--- src/ubg_map.vh ---
// Constants for the baud generator with auto-baud and wake on break
`ifndef UBG_MAP_VH
`define UBG_MAP_VH

// Prescale masks for the base tick (oscillator / 64, 16, 4)
`define UBG_BASE_MASK_SLOW   9'h03f
`define UBG_BASE_MASK_MID    9'h00f
`define UBG_BASE_MASK_FAST   9'h003
// Prescale masks for the auto-baud tick (oscillator / 512, 128, 32)
`define UBG_ABD_MASK_SLOW    9'h1ff
`define UBG_ABD_MASK_MID     9'h07f
`define UBG_ABD_MASK_FAST    9'h01f
// Reset value of the divisor halves
`define UBG_DIVISOR_RESET    8'h00
// Auto-baud counter start value
`define UBG_ABD_START        16'h0001
// Counter value that overflows on the next increment
`define UBG_ABD_LAST         16'hffff
// Rising edges of the sync character, the last ends the eighth bit
`define UBG_SYNC_RISES       3'h5

`endif

--- src/ubg_sync.v ---
// Two flip-flop synchroniser for the receive line
`timescale 1ns/1ps
`default_nettype none

module ubg_sync (
   input  wire core_clk_i,
   input  wire resetn_i,
   input  wire async_i,
   output wire sync_o
);

   reg stage1;
   reg stage2;

   // Line idles high, so reset to one
   always @(posedge core_clk_i) begin
      if (!resetn_i) begin
         stage1 <= 1'b1;
         stage2 <= 1'b1;
      end else begin
         stage1 <= async_i;
         stage2 <= stage1;
      end
   end

   assign sync_o = stage2;

endmodule // ubg_sync

`default_nettype wire

--- src/ubg_prescale.v ---
// Oscillator prescaler giving the base tick and the auto-baud tick
`timescale 1ns/1ps
`default_nettype none

module ubg_prescale (
   input  wire       core_clk_i,
   input  wire       resetn_i,
   input  wire       run_i,
   input  wire       clear_i,
   input  wire [8:0] base_mask_i,
   input  wire [8:0] abd_mask_i,
   output reg        base_tick_o,
   output reg        abd_tick_o
);

   reg  [8:0] count;
   wire [8:0] next_count;

   assign next_count = count + 9'h001;

   // Free counter, ticks when the masked bits are all ones
   always @(posedge core_clk_i) begin
      if (!resetn_i || clear_i) begin
         count       <= 9'h000;
         base_tick_o <= 1'b0;
         abd_tick_o  <= 1'b0;
      end else if (run_i) begin
         count       <= next_count;
         base_tick_o <= ((count & base_mask_i) == base_mask_i);
         abd_tick_o  <= ((count & abd_mask_i) == abd_mask_i);
      end else begin
         base_tick_o <= 1'b0;
         abd_tick_o  <= 1'b0;
      end
   end

endmodule // ubg_prescale

`default_nettype wire

--- src/ubg_core.v ---
// Baud divider, auto-baud measurement and wake-on-break detector
`timescale 1ns/1ps
`default_nettype none
`include "ubg_map.vh"

module ubg_core (
   input  wire        core_clk_i,
   input  wire        resetn_i,
   input  wire        port_enable_i,
   input  wire        sync_mode_i,
   input  wire        sleep_i,
   input  wire        wide_divider_select_i,
   input  wire        high_speed_select_i,
   input  wire        divisor_low_wr_i,
   input  wire        divisor_high_wr_i,
   input  wire [7:0]  divisor_wdata_i,
   input  wire        autobaud_enable_set_i,
   input  wire        autobaud_enable_clr_i,
   input  wire        autobaud_overflow_clr_i,
   input  wire        wake_on_break_enable_set_i,
   input  wire        wake_on_break_enable_clr_i,
   input  wire        data_read_i,
   input  wire        char_received_i,
   input  wire        rx_busy_i,
   input  wire        receive_line_i,
   output reg         bit_tick_o,
   output wire [7:0]  divisor_low_byte_o,
   output wire [7:0]  divisor_high_byte_o,
   output reg         autobaud_enable_o,
   output reg         autobaud_overflow_flag_o,
   output reg         wake_on_break_enable_o,
   output reg         receive_pending_flag_o,
   output wire        receive_idle_status_o,
   output wire        receiver_hold_o,
   output reg         wake_event_o
);

   // Auto-baud states, one-hot
   localparam [3:0] AB_OFF   = 4'h1;
   localparam [3:0] AB_START = 4'h2;
   localparam [3:0] AB_RISE  = 4'h4;
   localparam [3:0] AB_MEAS  = 4'h8;

   // Wake detector states, one-hot
   localparam [2:0] WK_OFF   = 3'h1;
   localparam [2:0] WK_WATCH = 3'h2;
   localparam [2:0] WK_BREAK = 3'h4;

   reg  [7:0]  divisor_low_byte;
   reg  [7:0]  divisor_high_byte;
   reg  [15:0] div_count;
   reg  [3:0]  ab_state;
   reg  [3:0]  next_ab_state;
   reg  [2:0]  wk_state;
   reg  [2:0]  next_wk_state;
   reg  [2:0]  rise_count;
   reg         line_prev;
   reg  [8:0]  base_mask;
   reg  [8:0]  abd_mask;
   wire        line_now;
   wire        line_rise;
   wire        line_fall;
   wire        hs_eff;
   wire        run;
   wire        base_tick;
   wire        abd_tick;
   wire [15:0] divisor_pair;
   wire [15:0] div_limit;
   wire        divisor_wr;
   wire        ab_measuring;
   wire        ab_fifth;
   wire        ab_overflow;
   wire        wake_fall;
   wire        wake_rise;

   // Receive line from the pin, two flops before use
   ubg_sync u_sync (
      .core_clk_i (core_clk_i),
      .resetn_i   (resetn_i),
      .async_i    (receive_line_i),
      .sync_o     (line_now)
   );

   // Edge detect on the synchronised line
   always @(posedge core_clk_i) begin
      if (!resetn_i) begin
         line_prev <= 1'b1;
      end else begin
         line_prev <= line_now;
      end
   end

   assign line_rise = line_now & ~line_prev;
   assign line_fall = ~line_now & line_prev;

   assign hs_eff = high_speed_select_i & ~sync_mode_i;

   always @* begin
      case ({wide_divider_select_i, hs_eff})
         2'b00: begin
            base_mask = `UBG_BASE_MASK_SLOW;
            abd_mask  = `UBG_ABD_MASK_SLOW;
         end
         2'b01, 2'b10: begin
            base_mask = `UBG_BASE_MASK_MID;
            abd_mask  = `UBG_ABD_MASK_MID;
         end
         2'b11: begin
            base_mask = `UBG_BASE_MASK_FAST;
            abd_mask  = `UBG_ABD_MASK_FAST;
         end
         default: begin
            base_mask = `UBG_BASE_MASK_SLOW;
            abd_mask  = `UBG_ABD_MASK_SLOW;
         end
      endcase
   end

   assign run = port_enable_i & ~sleep_i;

   // Shared prescaler for both tick rates
   ubg_prescale u_prescale (
      .core_clk_i  (core_clk_i),
      .resetn_i    (resetn_i),
      .run_i       (run),
      .clear_i     (~port_enable_i),
      .base_mask_i (base_mask),
      .abd_mask_i  (abd_mask),
      .base_tick_o (base_tick),
      .abd_tick_o  (abd_tick)
   );

   assign divisor_pair = {divisor_high_byte, divisor_low_byte};
   assign divisor_wr   = divisor_low_wr_i | divisor_high_wr_i;

   assign div_limit = wide_divider_select_i ? divisor_pair :
                      {8'h00, divisor_low_byte};

   always @(posedge core_clk_i) begin
      if (!resetn_i) begin
         div_count  <= 16'h0000;
         bit_tick_o <= 1'b0;
      end else if (!port_enable_i || divisor_wr || ab_measuring) begin
         div_count  <= 16'h0000;
         bit_tick_o <= 1'b0;
      end else if (run && base_tick) begin
         if (div_count >= div_limit) begin
            div_count  <= 16'h0000;
            bit_tick_o <= 1'b1;
         end else begin
            div_count  <= div_count + 16'h0001;
            bit_tick_o <= 1'b0;
         end
      end else begin
         bit_tick_o <= 1'b0;
      end
   end

   assign ab_measuring = (ab_state == AB_MEAS);
   assign ab_fifth     = ab_measuring & line_rise &
                         (rise_count == (`UBG_SYNC_RISES - 3'h1));
   assign ab_overflow  = ab_measuring & run & abd_tick &
                         (divisor_pair == `UBG_ABD_LAST);

   // Auto-baud next state
   always @* begin
      next_ab_state = ab_state;
      case (ab_state)
         AB_OFF: begin
            if (autobaud_enable_set_i) begin
               next_ab_state = AB_START;
            end
         end
         AB_START: begin
            if (!wake_on_break_enable_o && line_fall && run) begin
               next_ab_state = AB_RISE;
            end
         end
         AB_RISE: begin
            if (line_rise && run) begin
               next_ab_state = AB_MEAS;
            end
         end
         AB_MEAS: begin
            if (ab_fifth) begin
               next_ab_state = AB_OFF;
            end
         end
         default: next_ab_state = AB_OFF;
      endcase
      if (autobaud_enable_clr_i || !port_enable_i) begin
         next_ab_state = AB_OFF;
      end
   end

   always @(posedge core_clk_i) begin
      if (!resetn_i) begin
         ab_state <= AB_OFF;
      end else begin
         ab_state <= next_ab_state;
      end
   end

   // Rising edges seen during measurement
   always @(posedge core_clk_i) begin
      if (!resetn_i) begin
         rise_count <= 3'h0;
      end else if (ab_state == AB_RISE) begin
         rise_count <= 3'h1;
      end else if (ab_measuring && line_rise) begin
         rise_count <= rise_count + 3'h1;
      end
   end

   // Divisor halves: software writes, or the auto-baud count
   always @(posedge core_clk_i) begin
      if (!resetn_i) begin
         divisor_low_byte  <= `UBG_DIVISOR_RESET;
         divisor_high_byte <= `UBG_DIVISOR_RESET;
      end else if (ab_state == AB_RISE && line_rise && run) begin
         {divisor_high_byte, divisor_low_byte} <= `UBG_ABD_START;
      end else if (ab_measuring && !ab_fifth && run && abd_tick) begin
         {divisor_high_byte, divisor_low_byte} <=
            divisor_pair + 16'h0001;
      end else if (!ab_measuring) begin
         if (divisor_low_wr_i) begin
            divisor_low_byte <= divisor_wdata_i;
         end
         if (divisor_high_wr_i) begin
            divisor_high_byte <= divisor_wdata_i;
         end
      end
   end

   assign divisor_low_byte_o  = divisor_low_byte;
   assign divisor_high_byte_o = divisor_high_byte;

   // Auto-baud enable flag, set by software
   always @(posedge core_clk_i) begin
      if (!resetn_i) begin
         autobaud_enable_o <= 1'b0;
      end else if (ab_fifth || autobaud_enable_clr_i || !port_enable_i) begin
         autobaud_enable_o <= 1'b0;
      end else if (autobaud_enable_set_i) begin
         autobaud_enable_o <= 1'b1;
      end
   end

   always @(posedge core_clk_i) begin
      if (!resetn_i) begin
         autobaud_overflow_flag_o <= 1'b0;
      end else if (ab_overflow) begin
         autobaud_overflow_flag_o <= 1'b1;
      end else if (autobaud_overflow_clr_i) begin
         autobaud_overflow_flag_o <= 1'b0;
      end
   end

   assign wake_fall = (wk_state == WK_WATCH) & line_fall;
   assign wake_rise = (wk_state == WK_BREAK) & line_rise;

   // Wake detector next state
   always @* begin
      next_wk_state = wk_state;
      case (wk_state)
         WK_OFF: begin
            if (wake_on_break_enable_set_i && !sync_mode_i &&
                port_enable_i) begin
               next_wk_state = WK_WATCH;
            end
         end
         WK_WATCH: begin
            if (line_fall) begin
               next_wk_state = WK_BREAK;
            end
         end
         WK_BREAK: begin
            if (line_rise) begin
               next_wk_state = WK_OFF;
            end
         end
         default: next_wk_state = WK_OFF;
      endcase
      if (wake_on_break_enable_clr_i || sync_mode_i || !port_enable_i) begin
         next_wk_state = WK_OFF;
      end
   end

   always @(posedge core_clk_i) begin
      if (!resetn_i) begin
         wk_state <= WK_OFF;
      end else begin
         wk_state <= next_wk_state;
      end
   end

   // Wake enable bit mirrors the detector and its event pulse
   always @(posedge core_clk_i) begin
      if (!resetn_i) begin
         wake_on_break_enable_o <= 1'b0;
         wake_event_o           <= 1'b0;
      end else begin
         wake_on_break_enable_o <= (next_wk_state != WK_OFF);
         wake_event_o           <= wake_fall;
      end
   end

   always @(posedge core_clk_i) begin
      if (!resetn_i) begin
         receive_pending_flag_o <= 1'b0;
      end else if (wake_fall || ab_fifth || ab_overflow ||
                   char_received_i) begin
         receive_pending_flag_o <= 1'b1;
      end else if (data_read_i) begin
         receive_pending_flag_o <= 1'b0;
      end
   end

   assign receive_idle_status_o = ~autobaud_enable_o & ~rx_busy_i;

   assign receiver_hold_o = autobaud_enable_o | wake_on_break_enable_o |
                            sleep_i;

endmodule // ubg_core

`default_nettype wire

--- config.mk ---
export PLATFORM = sky130hd
export DESIGN_NAME = ubg_core
export DESIGN_NICKNAME = d
export VERILOG_FILES = /design/src/ubg_sync.v /design/src/ubg_prescale.v /design/src/ubg_core.v
export VERILOG_INCLUDE_DIRS = /design/src
export SDC_FILE = /design/constraint.sdc
export NUM_CORES = 1
export LEC_CHECK = 0
export ABC_AREA = 1
export BUFFER_PORTS_ARGS = -buffer_cell sky130_fd_sc_hd__buf_2
export CORE_UTILIZATION = 50
export DETAILED_ROUTE_END_ITERATION = 8
export GPL_TIMING_DRIVEN = 0
export PLACE_DENSITY = 0.71
export SLEW_MARGIN = 10
export SYNTH_ARGS = -nofsm -noshare
export SYNTH_HDL_FRONTEND = slang
export SYNTH_SLANG_ARGS = --single-unit
--- constraint.sdc ---
create_clock -name core_clk_i -period 4 [get_ports core_clk_i]
set_input_delay 0.4 -clock core_clk_i [delete_from_list [all_inputs] [get_ports core_clk_i]]
set_output_delay 0.4 -clock core_clk_i [all_outputs]
set_load 0.005 [all_outputs]
==> Yosys cells after proc, flatten, opt, wreduce, memory -nomap -nowiden <==
Index checks and enable logic that the tools add are counted.
{ "op_classes": {"n_addsub": 4, "n_lt_le_gt_ge": 1, "n_eq_ne": 21, "mux": 28, "bitwise": 26, "reduce_logical": 47} }
{ "ops": {"columns": ["cell", "count"], "rows": [
  ["$pmux W9 S3", 2],
  ["$mux W8", 6],
  ["$add A16 B1 Y16 const B", 2],
  ["$mux W16", 2],
  ["$and A9 B9 Y9", 2],
  ["$eq A9 B9 Y1", 2],
  ["$eq A16 B16 Y1 const B", 1],
  ["$ge A16 B16 Y1", 1],
  ["$mux W4", 4],
  ["$pmux W4 S4", 1],
  ["$reduce_or A2 Y1", 7],
  ["$logic_and A1 B1 Y1", 12],
  ["$mux W3", 4],
  ["$and A1 B1 Y1", 11],
  ["$logic_or A1 B1 Y1", 11],
  ["$not A1 Y1", 10],
  ["$reduce_bool A2 Y1", 5],
  ["$add A9 B1 Y9 const B", 1],
  ["$pmux W3 S3", 1],
  ["$mux W1", 8],
  ["$eq A3 B3 Y1 const B", 2],
  ["$ne A2 B2 Y1 const B", 3],
  ["$ne A3 B1 Y1 const B", 2],
  ["$reduce_and A2 Y1", 3],
  ["16 further kinds", 24]
]} }
{ "totals": {"reg_bits": 62, "input_bits": 26, "output_inout_bits": 24, "elab_cells": 147} }

==> Longest topological paths before layout <==
Gate-level depths: netlist (run 1).
{ "depth": {"ltp_word": 10, "mapped_depth": 15} }

==> By module <==
From an unflattened synthesis (run 1), not the netlist that was laid out.
{ "unflattened": {"hier_cells": 604, "area_unflattened_um2": 3925.0} }
{ "by_module_without_submodules": {"columns": ["module", "n_inst", "cells_each", "area_each_um2", "seq_area_each_um2"], "rows": [
  ["ubg_core", 1, 495, 3221.8, 980.9],
  ["ubg_prescale", 1, 103, 648.1, 220.2],
  ["ubg_sync", 1, 6, 55.1, 40.0]
]} }

==> Worst setup path before layout (run 1) <==
Ideal clock, no wire load.
{ "synth_path": {"path_kind": "input-to-reg", "start": "input wide_divider_select_i", "end": "register div_count[8]", "setup_ns": 0.117, "t_arrival_ns": 1.826, "required_time_ns": 3.883, "slack_ns": 2.057, "path_stages": 12, "cell_sequence": "clkbuf_1 nand2_1 ha_1 nand2_1 o21bai_1 a21oi_1 nor2_1 nand2_1 nand2_1 nand2_2 buf_2 nor2_1"} }
{ "synth_via": {"elab_chain_len": 3} }
{ "synth_lines": {"columns": ["item", "line_no", "text"], "rows": [
  ["from (decl)", "ubg_core.v:12", "input wire wide_divider_select_i,"],
  ["$mux W16", "ubg_core.v:136", "assign div_limit = wide_divider_select_i ? divisor_pair :"],
  ["$ge A16 B16 Y1", "ubg_core.v:147", "if (div_count >= div_limit) begin"],
  ["$mux W16", "ubg_core.v:147", null],
  ["to (signal assigned)", "ubg_core.v:151", "div_count <= div_count + 16'h0001;"],
  ["to (decl)", "ubg_core.v:51", "reg [15:0] div_count;"]
]} }
Every way passes these cells.
A chain may end at the register's enable or synchronous reset.

==> Worst setup path after layout (run 1) <==
{ "layout_path": {"start": "register divisor_high_byte[4] (netlist: divisor_high_byte_o[4])", "end": "register div_count[13]"} }
{ "layout_via": {"elab_chain_len": 3} }
{ "layout_lines": {"columns": ["item", "line_no", "text"], "rows": [
  ["from (decl)", "ubg_core.v:50", "reg [7:0] divisor_high_byte;"],
  ["from (signal assigned)", "ubg_core.v:219", "divisor_high_byte <= `UBG_DIVISOR_RESET;"],
  ["from (signal assigned)", "ubg_core.v:221", "{divisor_high_byte, divisor_low_byte} <= `UBG_ABD_START;"],
  ["from (signal assigned)", "ubg_core.v:223", "{divisor_high_byte, divisor_low_byte} <="],
  ["$mux W16", "ubg_core.v:136", null],
  ["$ge A16 B16 Y1", "ubg_core.v:147", null],
  ["$mux W16", "ubg_core.v:147", null]
]} }
Every way passes these cells.

==> results of run 1 <==
==> cells in the mapped netlist, types with 2 or more instances <==
cell      number  area share, %
nand2_2        7            1.2
nand4_1        8            1.3
nor3_1        11            1.5
nand2_1      103             10
xnor2_1        4           0.94
o21ai_0       13            1.8
nor3_2         4            1.1
nor2_2         6            1.0
o211a_1        2           0.54
nor2_1        61            6.2
nand3_1       55            7.4
buf_2          5           0.67
o21a_1         2           0.40
buf_4          2           0.40
xor2_1        11            2.6
nor2_4         5            1.5
inv_1         69            7.0
a21oi_1       29            3.9
or2_2          4           0.67
ha_1          21            7.1
inv_2          5           0.51
o21ai_1        9            1.2
o21bai_1       2           0.40
a211oi_1       2           0.40
a31oi_1        3           0.51
clkbuf_1       2           0.20
dfxtp_1       62             33
==> report_power, final <==
group	total, mW	switching [mW]	leakage [nW]	internal, mW
Sequential	0.650	0.0188	0.504	0.631
Clock	0.573	0.239	0.104	0.334
Combinational	0.123	0.0726	1.34	0.0501
==> logic make-up after synthesis <==
logic type      count (synthesis)  share of synthesized area, %
flops                          62                         33.40
buf+inv                        86                         9.327
fa+ha+maj                      21                         7.071
simple gates                  273                         35.52
xor+xnor                       15                         3.535
compound gates                 69                         11.14
==> state kept, by name (all words and copies together), names as in the netlist, 3 cells and up <==
name                 count
divisor_low_byte_o       8
ab_state                 4
u_prescale.count         9
divisor_high_byte_o      8
rise_count               3
div_count               16
wk_state                 3
==> stage by stage <==
stage,instance area [um^2],hold WS (ps),instances,setup slack [ps]
final,4288,248.5,688,1859
after global routing,4288,251.4,688,1613
after CTS,4288,233.4,688,1852
after detailed placement,4080,411.9,673,1681
after global placement,4080,398.6,673,1727
after floorplan,3716,392.5,526,2057
==> layer usage <==
layer | vias to the layer above | part of all wire, % | GRT usage (%)
li1 | 1836 | - | -
met1 | 1598 | 46 | 30.47
met2 | 95 | 46 | 40.56
met3 | 13 | 5.3 | 4.757
met4 | 0 | 2.2 | 12.17
met5 | - | 0 | 0
==> layout make-up <==
cell class / count / area share [%]
clock buffer: 12 / 3.852
multi-input combinational: 378 / 49.64
buffer: 10 / 1.371
timing repair buffer: 48 / 5.603
sequential: 62 / 28.95
tap: 99 / 2.889
inverter: 76 / 6.711
clock inverter: 3 / 0.9921
==> final timing paths <==
| kind | endpoint | slack (ps) | depth (start not counted) |
|---|---|---|---|
| worst max register to register | div_count[13] | 1860 | 11 |
| worst min-delay path | u_sync.stage1 | 250 | 2 |
| worst min register to register | u_sync.sync_o | 430 | 1 |
| worst max-delay path | div_count[13] | 1860 | 11 |
==> worst reg2reg max path: stages (launching register included) <==
cell	delay (ps)
dfxtp_1	340
clkbuf_1	330
nand2_1	100
ha_1	290
nand4_1	130
nor3_1	150
nand2_1	70
nand2_1	70
nand2_1	80
nand2_2	140
buf_2	250
nor2_1	70
==> summary.txt, run 1 <==
Outcome
  • Status: finished, final reports clean

Global routing
  • Total grt overflow: 0
  • Vias in the first global route: 3191
  • First-pass GRT wire length: 14550 um
  • Largest net degree at the start of global routing: 11
  • Initial antenna violation count: 0
  • Total track usage: 24.50%

Worst setup path
  • Required @ worst endpoint: 4230 ps
  • CP cell instances: clkbuf_1, nand2_1, ha_1, nand4_1, nor3_1, nand2_1, nand2_1, nand2_1, nand2_2, buf_2, nor2_1
  • CP Capture Type: register
  • Crit path top cell by count: nand2_1
  • CP Data Arrival Time: 2370 ps
  • WP buf/inv: 2
  • Worst reg2reg startpoint: divisor_high_byte_o[4]
  • Worst-path fanout max: 10
  • CP delay by family, top: simple AND/OR/NAND/NOR gates
  • Kind of critical path: reg -> reg
  • Crit-path slowest cell: dfxtp_1
  • Max incr delay on CP: 340 ps
  • Setup crit start kind: register
  • Setup crit start: divisor_high_byte_o[4]

Route
  • Drt total wl: 8833 um
  • Drt pass-1 iters: 4
  • DR vias: 3542
  • Initial detailed-routing violation count: 154
  • Post-route antenna net violation count: 0
  • WL per Instance: 12.84 um
  • Vias per inst: 5.148
  • Drt drc: 0

Placement
  • Dpl hpwl: 6793 um
  • Port bufs: 48
  • Placer Congestion: 0.8843

Cells and area
  • Layout fillers: 704
  • Layout cells sized above 1: 19.02%
  • ANT cells: 0
  • Commonest non-fill, non-tap cells in the layout: nand2_1 (103), inv_1 (69), dfxtp_1 (62)
  • Commonest non-fill, non-tap cell in the layout: nand2_1
  • # nets final: 632
  • Multi-input logic area: 0.002128 mm^2
  • FF+latch area: 0.001241 mm^2
  • Layout area overhead: 15.39%
  • Final core utilization: 59.43%

Min path
  • Hold Crit Class: in -> reg
  • Hold Crit Start: receive_line_i

Pwr
  • Lkg Pwr: 1.952 nW
  • Worst VDD drop: 0.0002127 V
  • Power per cell area: 313.9 mW/mm^2
  • Final Power: 1.346 mW

CTS
  • Hold buffers post-CTS: 0
  • Clk_lat worst skew: 340 ps
  • # H-tree levels: 3
  • CTS clk-pin slew, worst paths: 70 ps
  • Cts bufs inserted: 9
  • Root buf cell: clkbuf_8
  • Post-CTS Setup Repair Bufs: 0
  • Clock Tree Buf Depth: 2
  • Sink Count: 62
  • Post-cts sizing count: 0
  • CTS tree: yes

Yosys
  • Ys Warns: 0
  • Avg Cell Area, Syn: 7.065 um^2
  • Post-synthesis register bit count: 62
  • Distinct cells, synth: 46
  • Syn_nets: 573
  • Ys flop type: dfxtp_1
  • Mapped Area: 0.003716 mm^2
  • FFs w/ async S/R, synth: 0%
  • Sequential area share after synthesis: 33.40%
  • EDFF count, synth: 0
  • Post-Syn Instances: 526

STA
  • Worst-Margin Slew: 541.0 ps
  • Final number of setup-violating endpoints: 0
  • Fmax: 467.1 MHz
  • Period utilization: 53.52%
  • RSZ-0062 raised after global routing: no
  • Max Transition Viols Final: 0
  • Min cycle time layout: 2141 ps
  • Setup TNS: 0 ps
  • Worst slew margin: 63.55%
  • Max Clock Skew: 11.59 ps
  • Endpoints failing hold: 0

Floorplan
  • CORE AREA: 0.007214 mm^2
  • Initial Utilization: 51.51%
  • I/O pin count: 50
  • Die Span X: 88.21 um
  • Core Rows: 31
  • Die height: 88.21 um
  • Die area: 0.007781 mm^2

Run
  • MaxCap Viol Count: 0
Note: power is estimated with default switching activity, not from simulation.
==> inputs of run 2 (changes only) <==
--- a/config.mk
+++ b/config.mk
@@ -11,7 +11,7 @@
 export CORE_UTILIZATION = 50
 export DETAILED_ROUTE_END_ITERATION = 8
 export GPL_TIMING_DRIVEN = 0
-export PLACE_DENSITY = 0.71
+export PLACE_DENSITY = 0.74
 export SLEW_MARGIN = 10
 export SYNTH_ARGS = -nofsm -noshare
 export SYNTH_HDL_FRONTEND = slang
==> constraint.sdc (replaced) <==
create_clock -name core_clk_i -period 1.92 [get_ports core_clk_i]
set_input_delay 0.192 -clock core_clk_i [delete_from_list [all_inputs] [get_ports core_clk_i]]
set_output_delay 0.192 -clock core_clk_i [all_outputs]
set_load 0.005 [all_outputs]
==> summary.txt, run 2 (synthesis gave the netlist of run 1 again) <==
Outcome
  • Status: finished, final reports clean

Cells and area
  • Layout fillers: 704 (unchanged)
  • Layout cells sized above 1: 20.88% (+1.9 points)
  • # nets final: 631 (-0.16%)
  • Multi-input logic area: 0.002128 mm^2 (unchanged)
  • Layout area overhead: 15.45% (about the same)
  • FF+latch area: 0.001262 mm^2 (+1.7%)
  • Final core utilization: 59.47% (about the same)
  • Biggest regs: div_count x16, u_prescale.count x9
  • Largest Register: div_count
  • ANT cells: 0 (unchanged)
  • Max reg flops: 16 (unchanged)
  • Non-Filler Instances: 688 (unchanged)
  • Commonest non-fill, non-tap cell in the layout: nand2_1
  • Commonest non-fill, non-tap cells in the layout: nand2_1 (103), inv_1 (69), nor2_1 (61)

CTS
  • Cts bufs inserted: 9 (unchanged)
  • Clk_lat worst skew: 350 ps (about the same)
  • Root buf cell: clkbuf_8
  • Hold buffers post-CTS: 0 (unchanged)
  • CTS tree: yes
  • # H-tree levels: 3 (unchanged)
  • CTS clk-pin slew, worst paths: 70 ps (about the same)
  • Sink Count: 62 (unchanged)
  • Clock Tree Buf Depth: 2 (unchanged)

Route
  • Drt pass-1 iters: 5 (+1)
  • Post-route antenna net violation count: 0 (unchanged)
  • DR vias: 3516 (-0.73%)
  • Drt total wl: 8650 um (-2.1%)
  • WL per Instance: 12.57 um (-2.1%)
  • Drt drc: 0 (unchanged)
  • Initial detailed-routing violation count: 170 (+10%)
  • Vias per inst: 5.110 (-0.73%)

STA
  • Final number of setup-violating endpoints: 0 (unchanged)
  • Worst slew margin: 64.90% (+1.3 points)
  • Fmax: 559.9 MHz (+20%)
  • Worst-Margin Slew: 521.0 ps (-20.00 ps)
  • Max Transition Viols Final: 0 (unchanged)
  • Endpoints failing hold: 0 (unchanged)
  • Min cycle time layout: 1786 ps (-354.7 ps)
  • Max Clock Skew: 14.37 ps (+2.788 ps)
  • Period utilization: 93.02% (+40 points)

Placement
  • Placer Congestion: 0.9286 (+5.0%)
  • Dpl hpwl: 6888 um (+1.4%)
  • Port bufs: 48 (unchanged)
  • Placed insts: 673 (unchanged)

Worst setup path
  • Kind of critical path: reg -> reg
  • Max incr delay on CP: 360 ps (+20 ps)
  • R2R setup slack: 130 ps (-1730 ps)
  • CP Capture Type: register
  • Worst reg2reg startpoint: divisor_low_byte_o[7]
  • Worst-path fanout max: 10 (unchanged)
  • Worst-case reg-to-reg path depth: 13 (+2)
  • Crit-path slowest cell: dfxtp_2
  • CP cell instances: inv_1, ha_1, nand2_1, inv_1, nor2_1, o21a_1, nand2_1, nand2_1, nand2_1, nand2_1, nand2_2, buf_6, nor2_1
  • Worst reg2reg endpoint: div_count[11]
  • Required @ worst endpoint: 2190 ps (-2040 ps)
  • Setup crit start kind: register
  • CP Data Arrival Time: 2060 ps (-310 ps)
  • Crit path top cell by count: nand2_1

Global routing
  • Initial antenna violation count: 0 (unchanged)
  • Largest net degree at the start of global routing: 12 (+1)
  • First-pass GRT wire length: 14300 um (-1.7%)
  • Vias in the first global route: 3143 (-1.5%)
  • Total grt overflow: 0 (unchanged)
  • Total track usage: 23.88% (-0.62 points)

Pwr
  • Worst VDD drop: 0.0003751 V (+76%)
  • Power per cell area: 622.9 mW/mm^2 (+98%)
  • Lkg Pwr: 1.939 nW (-0.63%)

Floorplan
  • CORE AREA: 0.007214 mm^2 (unchanged)
  • I/O pin count: 50 (unchanged)
  • Die height: 88.21 um (unchanged)
  • Initial Utilization: 51.51% (unchanged)
  • Core Rows: 31 (unchanged)
  • Die Span X: 88.21 um (unchanged)
  • Die area: 0.007781 mm^2 (unchanged)

Min path
  • Hold Crit Class: in -> reg
  • Hold Crit Depth: 2 (unchanged)
  • WHS Endpoint: u_sync.stage1
  • Hold Crit Start: receive_line_i

Run
  • MaxCap Viol Count: 0 (unchanged)
-- run 2: layout make-up --
class                      instances  area share [%]
timing repair buffer              48           5.599
sequential                        62           29.43
buffer                             9           1.429
multi-input combinational        378           49.61
tap                               99           2.887
clock inverter                     4          0.7291
clock buffer                      12           3.616
inverter                          76           6.708
-- run 2: layer usage --
metal	routed length [um]	GRT usage [%]	up-vias
met3	487	5.597	24
met1	3975	30.38	1578
li1	-	-	1832
met5	0	0	-
met2	3936	38.32	82
met4	250	11.14	0
-- run 2: metrics by stage --
stage / hold WS (ps) / instance area, um^2 / worst slack (ps) / total power [mW] / TNS, ps
after global placement: 378.0 / 4080 / -165.9 / 1.630 / -1624
after detailed placement: 387.5 / 4080 / -186.8 / 1.638 / -1777
final: 44.47 / 4290 / 134.0 / 2.673 / 0
after global routing: 46.70 / 4290 / -4.736 / 2.796 / -4.736
after floorplan: 298.6 / 3716 / 175.6 / 1.529 / 0
after CTS: 23.24 / 4269 / 10.57 / 2.701 / 0
-- run 2: power breakdown --
group	total (mW)	switching (mW)	leakage, nW	internal, mW
clock network	1.06	0.522	0.0848	0.541
logic	0.254	0.149	1.35	0.105
registers	1.35	0.0399	0.509	1.31
-- run 2: critical path, delay by kind of cell (launching register included) --
family,cells,cell delay (ps)
flip-flops,1,360
adder cells (fa/ha/maj),1,320
AND/OR/NAND/NOR,8,600
AO/OA/AOI/OAI,1,120
buffers and inverters,3,310
-- run 2: worst max path at each step --
stage                                start            end  slack, ps  cells after the start
floorplan           divisor_high_byte_o[4]   div_count[8]        180                     11
global placement    divisor_high_byte_o[4]  div_count[12]       -170                     11
detailed placement  divisor_high_byte_o[4]  div_count[11]       -190                     11
CTS                  divisor_low_byte_o[7]  div_count[11]         10                     11
global route         divisor_low_byte_o[1]   div_count[0]         -5                     14
finish               divisor_low_byte_o[7]  div_count[11]        130                     13
-- run 2: what timing repair did --
action                                  4_1_cts  5_1_grt
pin swaps                                     0        0
endpoints found under the setup margin       10       10
setup buffers                                 0        0
gates resized for setup                       5       12
endpoints found under the hold margin         0        0
==> inputs of run 3 (changes only) <==
--- a/config.mk
+++ b/config.mk
@@ -11,7 +11,7 @@
 export CORE_UTILIZATION = 50
 export DETAILED_ROUTE_END_ITERATION = 8
 export GPL_TIMING_DRIVEN = 0
-export PLACE_DENSITY = 0.74
+export PLACE_DENSITY = 0.71
 export SLEW_MARGIN = 10
 export SYNTH_ARGS = -nofsm -noshare
 export SYNTH_HDL_FRONTEND = slang
==> constraint.sdc (replaced) <==
create_clock -name core_clk_i -period 2.1 [get_ports core_clk_i]
set_input_delay 0.21 -clock core_clk_i [delete_from_list [all_inputs] [get_ports core_clk_i]]
set_output_delay 0.21 -clock core_clk_i [all_outputs]
set_load 0.005 [all_outputs]
==> summary.txt, run 3 (synthesis gave the netlist of run 1 again) <==
Outcome
  • Status: finished, final reports clean

Route
  • Drt total wl: 8836 um (+2.2%)
  • Initial detailed-routing violation count: 151 (-11%)
  • DR WL met2: 4059 um (+3.1%)
  • Drt pass-1 iters: 4 (-1)
  • WL met3: 462 um (-5.1%)
  • Drt drc: 0 (unchanged)
  • DRT met1 WL: 4094 um (+3.0%)
  • WL per Instance: 12.86 um (+2.3%)
  • Vias per inst: 5.134 (+0.46%)
  • Highest metal used: met4
  • Post-route antenna net violation count: 0 (unchanged)
  • DR vias: 3527 (+0.31%)

Pwr
  • Internal power: 1.936 mW (-1.3%)
  • Final Power: 2.564 mW (-4.1%)
  • Sequential share of power: 48.4% (-2.3 points)
  • Worst VDD drop: 0.0004051 V (+8.0%)
  • Comb pwr share: 9.1% (-0.4 points)
  • NetSw: 0.6281 mW (-12%)
  • Part of the power in the clock network: 42.5% (+2.7 points)
  • Power per cell area: 596.2 mW/mm^2 (-4.3%)
  • Sw Ratio: 24.50% (-2.1 points)
  • Lkg Pwr: 1.957 nW (+0.90%)

Cells and area
  • Commonest non-fill, non-tap cells in the layout: nand2_1 (103), inv_1 (69), nor2_1 (61)
  • Layout cells sized above 1: 20.07% (-0.81 points)
  • Max reg flops: 16 (unchanged)
  • Largest Register: div_count
  • Final core utilization: 59.61% (+0.14 points)
  • # nets final: 631 (unchanged)
  • Commonest non-fill, non-tap cell in the layout: nand2_1
  • Layout fillers: 699 (-0.71%)
  • ANT cells: 0 (unchanged)
  • Layout area overhead: 15.72%
  • Biggest regs: div_count x16, u_prescale.count x9
  • Finished Cell Area: 0.004300 mm^2 (+0.23%)

CTS
  • Clock Tree Buf Depth: 2 (unchanged)
  • Sink Count: 62 (unchanged)
  • Clk_lat worst skew: 340 ps (about the same)
  • Post-CTS Setup Repair Bufs: 0 (unchanged)
  • Hold buffers post-CTS: 0 (unchanged)
  • CTS clk-pin slew, worst paths: 70 ps (about the same)
  • # H-tree levels: 3 (unchanged)
  • Root buf cell: clkbuf_8
  • Cts bufs inserted: 9 (unchanged)
  • CTS tree: yes

Floorplan
  • I/O pin count: 50 (unchanged)
  • Die height: 88.21 um (unchanged)
  • Initial Utilization: 51.51% (unchanged)
  • CORE AREA: 0.007214 mm^2 (unchanged)
  • Die Span X: 88.21 um (unchanged)
  • Core Rows: 31 (unchanged)
  • Die area: 0.007781 mm^2 (unchanged)

Min path
  • Hold Crit Class: in -> reg
  • Hold Crit Start: receive_line_i

Global routing
  • Total grt overflow: 0 (unchanged)
  • First-pass GRT wire length: 14540 um (+1.6%)
  • Total track usage: 24.48% (+0.60 points)
  • Initial antenna violation count: 0 (unchanged)
  • Largest net degree at the start of global routing: 11 (-1)
  • Vias in the first global route: 3185 (+1.3%)

Placement
  • Dpl hpwl: 6793 um (-1.4%)
  • Area after DPL: 0.004080 mm^2 (unchanged)
  • Placer Congestion: 0.8843 (-4.8%)
  • Port bufs: 48 (unchanged)

STA
  • Max Transition Viols Final: 0 (unchanged)
  • RSZ-0062 raised after global routing: no
  • Min cycle time layout: 1886 ps (+99.64 ps)
  • Worst slew margin: 63.55% (-1.4 points)
  • Fmax: 530.3 MHz (-5.3%)
  • Final number of setup-violating endpoints: 0 (unchanged)
  • Endpoints failing hold: 0 (unchanged)
  • Period utilization: 89.79% (-3.2 points)
  • Max Clock Skew: 10.48 ps (-3.892 ps)
  • Worst-Margin Slew: 541.0 ps (+20.05 ps)

Worst setup path
  • Setup crit start kind: register
  • Worst-path fanout max: 10 (unchanged)
  • Worst reg2reg startpoint: divisor_high_byte_o[3]
  • Setup crit start: divisor_high_byte_o[3]
  • CP Capture Type: register
  • Required @ worst endpoint: 2320 ps (+130 ps)
  • CP Data Arrival Time: 2110 ps (+50 ps)
  • Kind of critical path: reg -> reg

Run
  • MaxCap Viol Count: 0 (unchanged)
run 3: layout make-up:
type                            instances  area (um^2)  area share [%]
Clock buffer                           12        165.2           3.841
Inverter                               76        287.8           6.692
Sequential cell                        62         1247           29.01
Buffer                                  9        61.31           1.426
Clock inverter                          3        42.54          0.9892
Timing Repair Buffer                   48        240.2           5.586
Multi-Input combinational cell        378         2132           49.58
Tap cell                               99        123.9           2.880
run 3: worst paths after layout:
check / end / slack, ps / depth (start not counted)
worst min-delay path: u_sync.stage1 / 60 / 2
worst max register to register: div_count[8] / 210 / 11
worst max-delay path: div_count[8] / 210 / 11
worst min register to register: u_sync.sync_o / 430 / 1
run 3: critical path, cell delays in order, from the launching register on:
cell and delay, ps:
dfxtp_1 440, nand2_1 90, ha_1 310, nand2_1 70, o21bai_1 150, a21oi_1 130
nor2_1 50, nand2_1 80, nand2_1 80, nand2_2 150, buf_6 170, nor2_1 40
run 3: layer usage:
layer / up-vias / global-route usage, %
met5: - / 0
li1: 1836 / -
met3: 15 / 4.757
met4: 0 / 12.17
met1: 1576 / 30.47
met2: 100 / 40.49
run 3: power groups by stage:
| stage | logic (mW) | registers (mW) | clock network (mW) |
|---|---|---|---|
| global placement | 0.228 | 1.26 | 0 |
| detailed placement | 0.233 | 1.26 | 0 |
| finish | 0.233 | 1.24 | 1.09 |
| CTS | 0.232 | 1.24 | 1.12 |
| floorplan | 0.144 | 1.25 | 0 |
| global route | 0.267 | 1.24 | 1.17 |
run 3: per-stage QoR:
| step | TNS, ps | hold WS [ps] | std cells | setup slack (ps) |
|---|---|---|---|---|
| final | 0 | 58.82 | 687 | 214.3 |
| after global routing | 0 | 61.38 | 687 | 7.602 |
| after CTS | 0 | 43.35 | 687 | 60.65 |
| after detailed placement | -168.1 | 399.4 | 673 | -28.82 |
| after global placement | 0 | 396.9 | 673 | 5.046 |
| after floorplan | 0 | 316.6 | 526 | 347.3 |
run 3: repair_timing:
item / 4_1_cts / 5_1_grt
gates resized for setup: 0 / 9
pin swaps: 0 / 0
endpoints found under the setup margin: 10 / 10
cloned: 0 / 0
